**config.mk**
```make
export PLATFORM = sky130hd
export DESIGN_NAME = fault_ctrl
export DESIGN_NICKNAME = d
export VERILOG_FILES = /design/src/fault_pkg.sv /design/src/cond_if.sv /design/src/fault_ctrl.sv /design/src/cond_sync.sv
export VERILOG_INCLUDE_DIRS = /design/src
export SDC_FILE = /design/constraint.sdc
export NUM_CORES = 1
export LEC_CHECK = 0
export ABC_AREA = 1
export BUFFER_PORTS_ARGS = -buffer_cell sky130_fd_sc_hd__buf_2
export CAP_MARGIN = 25
export CORE_MARGIN = 1.5
export CORE_UTILIZATION = 62
export CTS_BUF_LIST = sky130_fd_sc_hd__clkbuf_8 sky130_fd_sc_hd__clkbuf_16
export CTS_CLUSTER_SIZE = 40
export DETAILED_ROUTE_END_ITERATION = 6
export GPL_TIMING_DRIVEN = 0
export PLACE_DENSITY = 0.93
export SYNTH_ARGS = -nofsm -noshare
export SYNTH_HDL_FRONTEND = slang
export SYNTH_HIERARCHICAL = 1
export SYNTH_SLANG_ARGS = --single-unit
```
**constraint.sdc**
```tcl
create_clock -name clk_i -period 12.2 [get_ports clk_i]
set_input_delay 1.22 -clock clk_i [delete_from_list [all_inputs] [get_ports clk_i]]
set_output_delay 1.22 -clock clk_i [all_outputs]
set_load 0.01 [all_outputs]
```
**src/fault_params.svh**
```systemverilog
/*
 Constants of the current-limit fault sequencer: offsets, fields, resets, timing.
 Assumes a 25 MHz system clock and inclusion by bare name.
*/
`ifndef FAULT_PARAMS_SVH
`define FAULT_PARAMS_SVH
// ****************************************
// Register map
// ****************************************
`define REG_START_OFS   8'h00
`define REG_BLANK_OFS   8'h04
`define REG_STATUS_OFS  8'h08
`define START_RST       32'h0016_E360
`define BLANK_RST       32'h0000_61A8
// ****************************************
// Status fields
// ****************************************
`define ST_STATE_LSB    0
`define ST_MODE_LSB     3
`define ST_FAULT_BIT    5
`define ST_SWITCH_BIT   6
`define ST_OPEN_BIT     7
`define ST_REG_BIT      8
// ****************************************
// Input bit positions
// ****************************************
`define IN_STRAP_LSB    0
`define IN_OC_BIT       2
`define IN_GOOD_BIT     3
`define IN_THERM_BIT    4
`define IN_EN_BIT       5
`define IN_TIMING_BIT   6
`define IN_WIDTH        7
// ****************************************
// Timing
// ****************************************
`define CLK_PERIOD_NS   40
`define OPEN_DETECT_US  100
`define OPEN_DETECT_CYC (`OPEN_DETECT_US * 1000 / `CLK_PERIOD_NS)
`define DEF_START_MS    15
`define DEF_START_CYC   (`DEF_START_MS * 1000000 / `CLK_PERIOD_NS)
`define RETRY_MS        1000
`define RETRY_CYC       (`RETRY_MS * 1000000 / `CLK_PERIOD_NS)
`endif

```
**src/fault_pkg.sv**
```systemverilog
/*
 Types of the fault sequencer: sequence states and limit modes.
 Assumes nothing beyond a SystemVerilog compiler.
*/
package fault_pkg;
  typedef enum logic [2:0] {
    ST_OFF   = 3'h0,
    ST_START = 3'h1,
    ST_RUN   = 3'h3,
    ST_RETRY = 3'h2,
    ST_LATCH = 3'h6
  } seq_state_t;
  typedef enum logic [1:0] {
    MODE_CONT  = 2'h0,
    MODE_LATCH = 2'h1,
    MODE_AUTO  = 2'h2
  } limit_mode_t;
endpackage : fault_pkg

```
**src/cond_if.sv**
```systemverilog
/*
 Carrier between the sequencer and its input synchroniser.
 Assumes both sides share one clock.
*/
`timescale 1ns/1ps
interface cond_if #(parameter int W = 7);
  logic [W-1:0] raw;
  logic [W-1:0] sync;
  modport sampler (input raw, output sync);
  modport user    (output raw, input sync);
endinterface : cond_if

```
**src/fault_ctrl.sv**
```systemverilog
/*
 Fault-response sequencer of an overcurrent protection switch, with APB registers.
 Assumes condition inputs from comparators, a three-level strap seen as two bits,
 and a power-on reset on sys_rst_i.
*/
// Added by the designer: the APB register port and the placing of the registers.
`timescale 1ns/1ps
`include "fault_params.svh"
module fault_ctrl
  import fault_pkg::*;
#(
  parameter int unsigned DEF_START_CYC = `DEF_START_CYC,
  parameter int unsigned RETRY_CYC     = `RETRY_CYC
) (
  input  wire logic        clk_i,
  input  wire logic        sys_rst_i,
  input  wire logic        ce_i,
  input  wire logic [1:0]  limit_mode_strap_i,
  input  wire logic        overcurrent_i,
  input  wire logic        output_good_i,
  input  wire logic        thermal_trip_i,
  input  wire logic        enable_i,
  input  wire logic        startup_timing_input_i,
  input  wire logic        psel_i,
  input  wire logic        penable_i,
  input  wire logic        pwrite_i,
  input  wire logic [7:0]  paddr_i,
  input  wire logic [31:0] pwdata_i,
  output logic      [31:0] prdata_o,
  output logic             pready_o,
  output logic             pslverr_o,
  output logic             output_switch_o,
  output logic             regulate_o,
  output logic             forward_fault_n_o,
  output logic             forward_fault_oe_o
);
  // Elaboration check: a zero interval would never expire
  if (DEF_START_CYC < 1 || RETRY_CYC < 1) begin : g_bad_interval
    $error("fault_ctrl: interval counts must be at least one cycle");
  end
  localparam logic [31:0] OPEN_CYC = 32'(`OPEN_DETECT_CYC);
  localparam logic [31:0] DEF_CYC  = 32'(DEF_START_CYC);
  localparam logic [31:0] RTY_CYC  = 32'(RETRY_CYC);
  // ****************************************
  // Input synchronisation
  // ****************************************
  cond_if #(.W(`IN_WIDTH)) cin ();
  assign cin.raw = {startup_timing_input_i, enable_i, thermal_trip_i,
                    output_good_i, overcurrent_i, limit_mode_strap_i};
  cond_sync #(.W(`IN_WIDTH)) u_sync (
    .clk_i     (clk_i),
    .sys_rst_i (sys_rst_i),
    .ce_i      (ce_i),
    .c         (cin.sampler)
  );
  wire logic [1:0] strap_s  = cin.sync[`IN_STRAP_LSB +: 2];
  wire logic       oc_s     = cin.sync[`IN_OC_BIT];
  wire logic       good_s   = cin.sync[`IN_GOOD_BIT];
  wire logic       therm_s  = cin.sync[`IN_THERM_BIT];
  wire logic       en_s     = cin.sync[`IN_EN_BIT];
  wire logic       timing_s = cin.sync[`IN_TIMING_BIT];
  // ****************************************
  // Strap capture
  // ****************************************
  // Strap is read once, after the synchroniser has filled
  limit_mode_t mode;
  logic [1:0]  strap_wait;
  wire logic   mode_ok = (strap_wait == 2'h3);
  wire limit_mode_t strap_mode = (strap_s == 2'h0) ? MODE_CONT :
                                 (strap_s == 2'h1) ? MODE_LATCH : MODE_AUTO;
  always_ff @(posedge clk_i or posedge sys_rst_i) begin
    if (sys_rst_i) begin
      strap_wait <= 2'h0;
      mode       <= MODE_CONT;
    end else if (ce_i && !mode_ok) begin
      strap_wait <= strap_wait + 2'h1;
      if (strap_wait == 2'h2) begin
        mode <= strap_mode;
      end
    end
  end
  // ****************************************
  // Registers and state
  // ****************************************
  seq_state_t  state;
  seq_state_t  next_state;
  logic [31:0] cnt;
  logic [31:0] next_cnt;
  logic [31:0] blank_cnt;
  logic [31:0] next_blank;
  logic        fault;
  logic        next_fault;
  logic        open_det;
  logic        next_open;
  logic [31:0] start_reg;
  logic [31:0] blank_reg;
  // A zero interval register wraps to a huge count; software writes at least one
  wire logic [31:0] start_lim = open_det ? DEF_CYC : start_reg;
  wire logic start_exp = (cnt >= start_lim - 32'h1);
  wire logic blank_hit = oc_s && (blank_cnt >= blank_reg - 32'h1);
  wire logic retry_exp = (cnt >= RTY_CYC - 32'h1);
  wire seq_state_t fail_state = (mode == MODE_AUTO) ? ST_RETRY : ST_LATCH;
  // ****************************************
  // Sequencer
  // ****************************************
  always_comb begin
    next_state = state;
    next_cnt   = cnt;
    next_blank = blank_cnt;
    next_fault = fault;
    next_open  = open_det;
    if (!en_s) begin
      next_state = ST_OFF;
      next_cnt   = 32'h0;
      next_blank = 32'h0;
      next_fault = 1'b0;
    end else begin
      case (state)
        ST_OFF: begin
          next_state = ST_START;
          next_cnt   = 32'h0;
          next_open  = 1'b0;
        end
        ST_START: begin
          next_cnt = cnt + 32'h1;
          // Only an early crossing counts; a later one leaves the register in charge
          if (timing_s && cnt < OPEN_CYC) begin
            next_open = 1'b1;
          end
          if (therm_s) begin
            next_fault = 1'b1;
          end
          if (good_s) begin
            next_state = ST_RUN;
            next_cnt   = 32'h0;
            next_fault = therm_s;
          end else if (start_exp) begin
            next_cnt   = 32'h0;
            next_fault = 1'b1;
            if (mode == MODE_CONT) begin
              next_state = ST_RUN;
            end else begin
              next_state = fail_state;
            end
          end
        end
        ST_RUN: begin
          next_blank = oc_s ? blank_cnt + 32'h1 : 32'h0;
          if (good_s) begin
            next_fault = 1'b0;
          end
          if (therm_s) begin
            next_fault = 1'b1;
            if (mode != MODE_CONT) begin
              next_state = fail_state;
              next_blank = 32'h0;
              next_cnt   = 32'h0;
            end
          end else if (blank_hit) begin
            next_blank = 32'h0;
            next_fault = 1'b1;
            if (mode != MODE_CONT) begin
              next_state = fail_state;
              next_cnt   = 32'h0;
            end
          end
        end
        ST_RETRY: begin
          // Retry delay counts only while the thermal trip is clear; a trip holds the count
          if (!therm_s) begin
            next_cnt = cnt + 32'h1;
            if (retry_exp) begin
              next_state = ST_START;
              next_cnt   = 32'h0;
              next_open  = 1'b0;
            end
          end
        end
        ST_LATCH: begin
          next_state = ST_LATCH;
        end
        default: begin
          next_state = ST_OFF;
        end
      endcase
    end
  end
  wire logic next_sw = en_s && !therm_s && mode_ok &&
                       (next_state == ST_START || next_state == ST_RUN);
  wire logic next_reg = next_sw && oc_s;
  always_ff @(posedge clk_i or posedge sys_rst_i) begin
    if (sys_rst_i) begin
      state              <= ST_START;
      cnt                <= 32'h0;
      blank_cnt          <= 32'h0;
      fault              <= 1'b0;
      open_det           <= 1'b0;
      output_switch_o    <= 1'b0;
      regulate_o         <= 1'b0;
      forward_fault_n_o  <= 1'b1;
      forward_fault_oe_o <= 1'b0;
    end else if (ce_i && mode_ok) begin
      state              <= next_state;
      cnt                <= next_cnt;
      blank_cnt          <= next_blank;
      fault              <= next_fault;
      open_det           <= next_open;
      output_switch_o    <= next_sw;
      regulate_o         <= next_reg;
      forward_fault_n_o  <= !next_fault;
      forward_fault_oe_o <= next_fault;
    end
  end
  // ****************************************
  // APB slave
  // ****************************************
  // Zero-wait answer: pready rises in the first access cycle
  wire logic setup    = psel_i && !penable_i;
  wire logic wr_go    = psel_i && penable_i && pwrite_i && pready_o;
  wire logic hit_strt = (paddr_i == `REG_START_OFS);
  wire logic hit_blnk = (paddr_i == `REG_BLANK_OFS);
  wire logic hit_stat = (paddr_i == `REG_STATUS_OFS);
  // Unmapped offsets answer with an error and read as zero
  wire logic [31:0] status = {23'h0, regulate_o, open_det, output_switch_o,
                              fault, mode, state};
  wire logic [31:0] rd_mux = hit_strt ? start_reg :
                             hit_blnk ? blank_reg :
                             hit_stat ? status : 32'h0;
  always_ff @(posedge clk_i or posedge sys_rst_i) begin
    if (sys_rst_i) begin
      pready_o  <= 1'b0;
      pslverr_o <= 1'b0;
      prdata_o  <= 32'h0;
      start_reg <= `START_RST;
      blank_reg <= `BLANK_RST;
    end else if (ce_i) begin
      pready_o  <= setup;
      pslverr_o <= setup && !(hit_strt || hit_blnk || hit_stat);
      prdata_o  <= (setup && !pwrite_i) ? rd_mux : 32'h0;
      if (wr_go && hit_strt) begin
        start_reg <= pwdata_i;
      end
      if (wr_go && hit_blnk) begin
        blank_reg <= pwdata_i;
      end
    end
  end
endmodule : fault_ctrl

```
**src/cond_sync.sv**
```systemverilog
/*
 Two-stage synchroniser for each condition input.
 Assumes a clock enable that freezes both stages.
*/
`timescale 1ns/1ps
module cond_sync #(
  parameter int W = 7
) (
  input  wire logic clk_i,
  input  wire logic sys_rst_i,
  input  wire logic ce_i,
  cond_if.sampler   c
);
  logic [W-1:0] meta;
  logic [W-1:0] sync_q;
  // ****************************************
  // One synchroniser per input bit
  // ****************************************
  genvar g;
  generate
    for (g = 0; g < W; g++) begin : g_bit
      always_ff @(posedge clk_i or posedge sys_rst_i) begin
        if (sys_rst_i) begin
          meta[g]   <= 1'b0;
          sync_q[g] <= 1'b0;
        end else if (ce_i) begin
          meta[g]   <= c.raw[g];
          sync_q[g] <= meta[g];
        end
      end
    end
  endgenerate
  assign c.sync = sync_q;
endmodule : cond_sync

```
## Yosys cells after proc, flatten, opt, wreduce, memory -nomap -nowiden

Index checks and enable logic that the tools add are counted.
W data, S select, Z words.

- Flip-flop bits (word level): 188
- Bits of input ports: 53
- Output and inout bits: 38
- Word-level logic and storage cells: 139

- Add/sub/neg operators: 5
- Magnitude comparators: 4
- Eq/ne operators: 19
- Multiplexer cells: 45
- Reduce and logical (&&, ||, !) cells: 37

Operator list:

| operator | count |
|---|---|
| $mux W32 | 18 |
| $pmux W32 S4 | 1 |
| $add A32 B1 Y32 const B | 2 |
| $ge A32 B32 Y1 | 2 |
| $sub A32 B1 Y32 const B | 2 |
| $ge A32 B25 Y1 const B | 1 |
| $lt A32 B12 Y1 const B | 1 |
| $mux W3 | 10 |
| $logic_and A1 B1 Y1 | 16 |
| $pmux W3 S5 | 1 |
| $mux W1 | 10 |
| $eq A3 B2 Y1 const B | 3 |
| $mux W9 | 1 |
| $eq A8 B3 Y1 const B | 1 |
| $eq A8 B4 Y1 const B | 1 |
| $logic_not A8 Y1 | 1 |
| $ne A2 B2 Y1 const B | 4 |
| $reduce_and A2 Y1 | 4 |
| $eq A2 B2 Y1 const B | 3 |
| $eq A3 B1 Y1 const B | 2 |
| $logic_not A1 Y1 | 6 |
| $reduce_and A6 Y1 | 1 |
| $ne A5 B5 Y1 const B | 1 |
| $logic_not A2 Y1 | 2 |
| other kinds (13) | 16 |

## Longest topological paths before layout

- Word-level depth: 11
- Depth in mapped cells: 28
- Mapped depth without buffers: 27

## Hierarchy

The synthesis kept the hierarchy.

By module, submodules not included:

| module | instances | cells an instance | area an instance (um2) | sequential area each (um2) |
|---|---|---|---|---|
| fault_ctrl | 1 | 1,685 | 12,379.4 | 4,376.7 |
| cond_sync | 1 | 60 | 534.3 | 350.3 |

## Worst setup path after synthesis

No wires, ideal clock.

- Path type: register to register
- Start: register blank_reg[0]
- End: register cnt[24]
- Setup time: 0.127 ns
- Arrival time: 3.116 ns
- Data required time: 12.073 ns
- Path slack: 8.957 ns
- Stages on the path, launching flop included: 28
- Buffers on the path: 1
- Period minus slack after synthesis: 3.243 ns
- Cells stage by stage: dfrtp_1 > inv_1 > ha_1 > nand2_2 > nor3_4 > nand2_2 > inv_2 > nand4_2 > nor2_4 > nand2_2 > nor3_2 > nand2_1 > xor2_1 > ha_1 > nand2_1 > nor2_1 > nand4_1 > a21oi_1 > nor2_1 > nand2_2 > nand2_2 > nand2_1 > nand2_1 > nand2_1 > nand2_2 > buf_2 > nand2_1 > o21ai_0

- Word-level cells in the longest chain between the ends: 5

RTL lines:

| item | RTL line | RTL |
|---|---|---|
| from (decl) | fault_ctrl.sv:96 | `logic [31:0] blank_reg;` |
| from (signal assigned) | fault_ctrl.sv:235 | `` blank_reg <= `BLANK_RST; `` |
| from (signal assigned) | fault_ctrl.sv:244 | `blank_reg <= pwdata_i;` |
| $sub A32 B1 Y32 | fault_ctrl.sv:100 | `wire logic blank_hit = oc_s && (blank_cnt >= blank_reg - 32'h1);` |
| $ge A32 B32 Y1 | fault_ctrl.sv:100 |  |
| $logic_and A1 B1 Y1 | fault_ctrl.sv:100 |  |
| $ne A4 B4 Y1 (no source line) | - |  |
| $reduce_and A4 Y1 (no source line) | - |  |
| to (signal assigned) | fault_ctrl.sv:204 | `cnt <= next_cnt;` |
| to (decl) | fault_ctrl.sv:87 | `logic [31:0] cnt;` |

Every way passes these cells.
A chain may end at the register's enable or synchronous reset.

## Final worst setup path

- Start: register blank_reg[4]
- End: register cnt[1]

Same word-level chain as after synthesis.

==> results by group <==
Synthesis
  – Synthesized instance count: 1,745
  – Synth warnings: 6
  – Syn Std Cell Area: 12,900 µm²
  – Proportion of register bits with asynchronous set or reset after synthesis: 100%
  – Synthesis-stage register bit count: 188
  – Sequential share of the synthesized area: 36.6%
  – Prevailing post-synth register cell: sky130_fd_sc_hd__dfrtp_1
  – Net count after synthesis: 1,867
  – Unique cell type count in the Yosys netlist: 59
  – Number of enable flip-flop cells after synthesis: 0
  – Per-instance average area after synthesis: 7.40 µm²

STA
  – Number of setup violations in the final report: 0
  – Max-slew headroom: 43.0%
  – Worst-Margin Slew: 0.846 ns
  – Final min period: 4.08 ns
  – Max-slew violation count: 0
  – Final worst-path cycle share: 33.5%
  – Worst Skew: 0.0172 ns
  – Worst slack on hold paths: 0.474 ns
  – Unrepaired setup endpoints after global routing: no
  – Setup total negative slack: 0 ns
  – Highest Clock Rate: 0.245 GHz
  – Number of hold violations in the final report: 0

Clock network
  – Resize count post-CTS: 0
  – Count of clock tree sinks: 188
  – Clock root buffer: sky130_fd_sc_hd__clkbuf_16
  – Number of buffers created by CTS: 17
  – Clock tree from TritonCTS: yes
  – Worst skew pair latency: 0.46 ns
  – Post-CTS repair timing setup buffer count: 0
  – Hold_buf cts: 0
  – Clock buffer depth: 2
  – Clock-pin slew reported for the worst setup and hold paths after clock tree synthesis: 0.07 ns
  – H-tree depth: 4

Cells and area
  – Number of nets in the layout: 1,978
  – Synth-to-layout area growth: 10.9%
  – Post-Route Utilization: 70.3%
  – Total of fill cells in the finished design: 1,673
  – Layout cells sized above 1: 12.5%
  – Number of antenna diodes: 0

GRT
  – Largest net degree at the start of global routing: 118
  – Via count of the first global-routing pass: 12,100
  – Congestion Overflow GR: 0
  – Global router's overall resource usage: 36.1%
  – First-pass GRT wire length: 61,300 µm
  – Number of antenna violations at the first check in global routing: 0

Critical path
  – Critical path buffer and inverter count: 2
  – Most frequent cell on the critical path: sky130_fd_sc_hd__nand2_1
  – Data arrival time of the critical path: 4.44 ns
  – Highest net fanout along the worst path: 10
  – Kind of end point of the critical path: flop
  – Startpoint-to-endpoint class of the critical path: reg -> reg
  – Critical Path Max Stage Delay: 0.47 ns
  – Critical-path cell with the highest stage delay: sky130_fd_sc_hd__nor4_4
  – Data required time at the worst endpoint: 12.55 ns
  – Kind of start point of the critical path: flop
  – Chain of cells forming the critical path: nor2_1, inv_1, nor4_4, nand4_2, nor2_2, nand3_1, nor3_2, xnor2_1, ha_1, nand2_1, nor2_1, nand4_1, nor2_1, nand2_1, nand2_2, nand2_2, nand2_1, nand2_1, nand2_1, nand2_2, buf_2, o21ai_0
  – Top cell family by delay on the critical path: simple AND/OR/NAND/NOR gates

Min path
  – Min-delay worst type: reg -> reg

Floorplanning
  – Die W: 147 µm
  – Number of top-level design ports: 91
  – Std cell rows: 52
  – Die area: 21,700 µm²
  – Initial cell density of the core: 63.4%
  – Die Span Y: 147 µm
  – Area inside the core boundary: 20,400 µm²

Pwr
  – Cell Int Power: 1.07 mW
  – Logic gate share of total power: 27.7%
  – Leakage power: 7.08 nW
  – Clock share of power: 32.5%
  – Switching Fraction: 37.3%
  – Switching Power: 0.637 mW
  – Share of total power in sequential cells: 39.8%
  – Power density over cell area: 119 nW/µm²
  – Largest vdd supply drop: 0.112 mV

Place
  – Total half-perimeter wirelength after legalization and detailed placement: 29,900 µm
  – GP Congestion: 0.957
  – Number of port buffers: 90

Drt
  – DR WL/cell: 18.2 µm
  – Vias after detailed routing: 12,800
  – Routed vias/inst: 5.96
  – Number of remaining DRC errors: 1
  – Iter 0 DRT Violations: 1,156
  – ANT nets after route: 0
  – Detailed Route WL: 38,900 µm
  – DR pass1 iterations: 7

Status
  – Violations in the final reports: DRC
  – Run status: complete, but fails checks

Job
  – Max-cap check violation count: 0
==> metal layers <==
metal,part of all wire [%],wire length (µm),track usage (%)
met1,41,16100,47.0
met2,46,18000,59.0
met3,8.0,3090,6.06
met4,4.4,1700,16.3
met5,0,0,0
==> cell usage after synthesis (22+ instances only) <==
cell type                    n  area [µm²]
sky130_fd_sc_hd__o22ai_1    24         150
sky130_fd_sc_hd__o21ai_0   133         666
sky130_fd_sc_hd__a22o_1     27         236
sky130_fd_sc_hd__clkbuf_1   29         109
sky130_fd_sc_hd__dfrtp_1   170        4250
sky130_fd_sc_hd__nand2_1   475        1780
sky130_fd_sc_hd__ha_1       69         863
sky130_fd_sc_hd__nand3_1    52         260
sky130_fd_sc_hd__nor2_1    176         661
sky130_fd_sc_hd__nor3_1     40         200
sky130_fd_sc_hd__xor2_1     64         561
sky130_fd_sc_hd__xnor2_1    22         193
sky130_fd_sc_hd__nand4_1    51         319
sky130_fd_sc_hd__inv_1     191         717
sky130_fd_sc_hd__a21oi_1    47         235
==> path summary, 6_finish.rpt <==
kind	slack (ns)	to	from	depth (start not counted)
max	8.12	cnt[1]	blank_reg[4]	22
min reg2reg	0.47	forward_fault_n_o	forward_fault_n_o	2
max reg2reg	8.12	cnt[1]	blank_reg[4]	22
min in group asynchronous	0.80	mode[0]	sys_rst_i	2
max in group asynchronous	10.48	blank_reg[25]	sys_rst_i	3
min	0.47	forward_fault_n_o	forward_fault_n_o	2
==> final cells by class <==
class | instances | area, µm² | share of cell area [%]
plain buffers | 55 | 265 | 1.85
clock buffers | 17 | 425 | 2.97
clock inverters | 15 | 146 | 1.02
inverters | 200 | 759 | 5.31
multi-input cells | 1302 | 7170 | 50.1
flip-flops and latches | 188 | 4730 | 33.0
well taps | 270 | 338 | 2.36
repair buffers | 92 | 485 | 3.39
==> power by group through the flow <==
stage          Combinational [mW]  Sequential (mW)  Clock [mW]
2_1_floorplan               0.334            0.683           0
3_3_place_gp                0.436            0.688           0
3_5_place_dp                0.457            0.689           0
4_1_cts                     0.464            0.677       0.550
5_1_grt                     0.517            0.681       0.576
6_report                    0.473            0.678       0.554
==> cells in the final DEF, fill, tap and decap left out, types with 4 or more instances in the layout <==
cell type                   instances
sky130_fd_sc_hd__nor2_1           176
sky130_fd_sc_hd__ha_1              69
sky130_fd_sc_hd__inv_2              6
sky130_fd_sc_hd__a21oi_1           47
sky130_fd_sc_hd__nor2_2            10
sky130_fd_sc_hd__xor2_1            64
sky130_fd_sc_hd__xnor2_1           22
sky130_fd_sc_hd__o22ai_1           24
sky130_fd_sc_hd__buf_2            110
sky130_fd_sc_hd__o21ai_1           16
sky130_fd_sc_hd__o21a_1             4
sky130_fd_sc_hd__inv_1            190
sky130_fd_sc_hd__nand3_1           52
sky130_fd_sc_hd__a22o_1            27
sky130_fd_sc_hd__inv_8              6
sky130_fd_sc_hd__dfstp_2           18
sky130_fd_sc_hd__nand4_1           51
sky130_fd_sc_hd__clkbuf_1          29
sky130_fd_sc_hd__o21ai_0          133
sky130_fd_sc_hd__nor2_4            11
sky130_fd_sc_hd__nand2_1          475
sky130_fd_sc_hd__clkinv_4           4
sky130_fd_sc_hd__clkbuf_16         17
sky130_fd_sc_hd__nor3_2             6
sky130_fd_sc_hd__o211ai_1           4
sky130_fd_sc_hd__a221oi_1           6
sky130_fd_sc_hd__dfrtp_1          170
sky130_fd_sc_hd__nand2_2           10
sky130_fd_sc_hd__nor3_1            40
sky130_fd_sc_hd__nor4_1            11
==> kinds of logic (layout without fill, tap and decap cells) <==
group	Yosys count	in the layout	synth area share, %
AOI/OAI and AO/OA	279	279	12.6
xor gates and xnor gates	86	86	5.83
adders and majority gates	69	69	6.69
buffers and inverters	255	379	7.88
DFF	188	188	36.6
and+or+nand+nor	868	868	30.4
==> metrics by stage <==
stage	power [mW]	cells	setup WS, ns	area [µm²]
after floorplan	1.02	1745	6.29	12900
after global placement	1.12	2105	4.44	13700
after detailed placement	1.15	2106	8.21	13700
after CTS	1.69	2138	8.18	14300
after global routing	1.77	2139	7.84	14300
final	1.71	2139	8.12	14300
==> worst min-delay path, cell delays in order (launching register included) <==
cell and delay [ns]:
sky130_fd_sc_hd__dfstp_2 0.37, sky130_fd_sc_hd__nand2_1 0.05, sky130_fd_sc_hd__nand2_1 0.05
No activity file was read; power rests on OpenSTA's default activity.
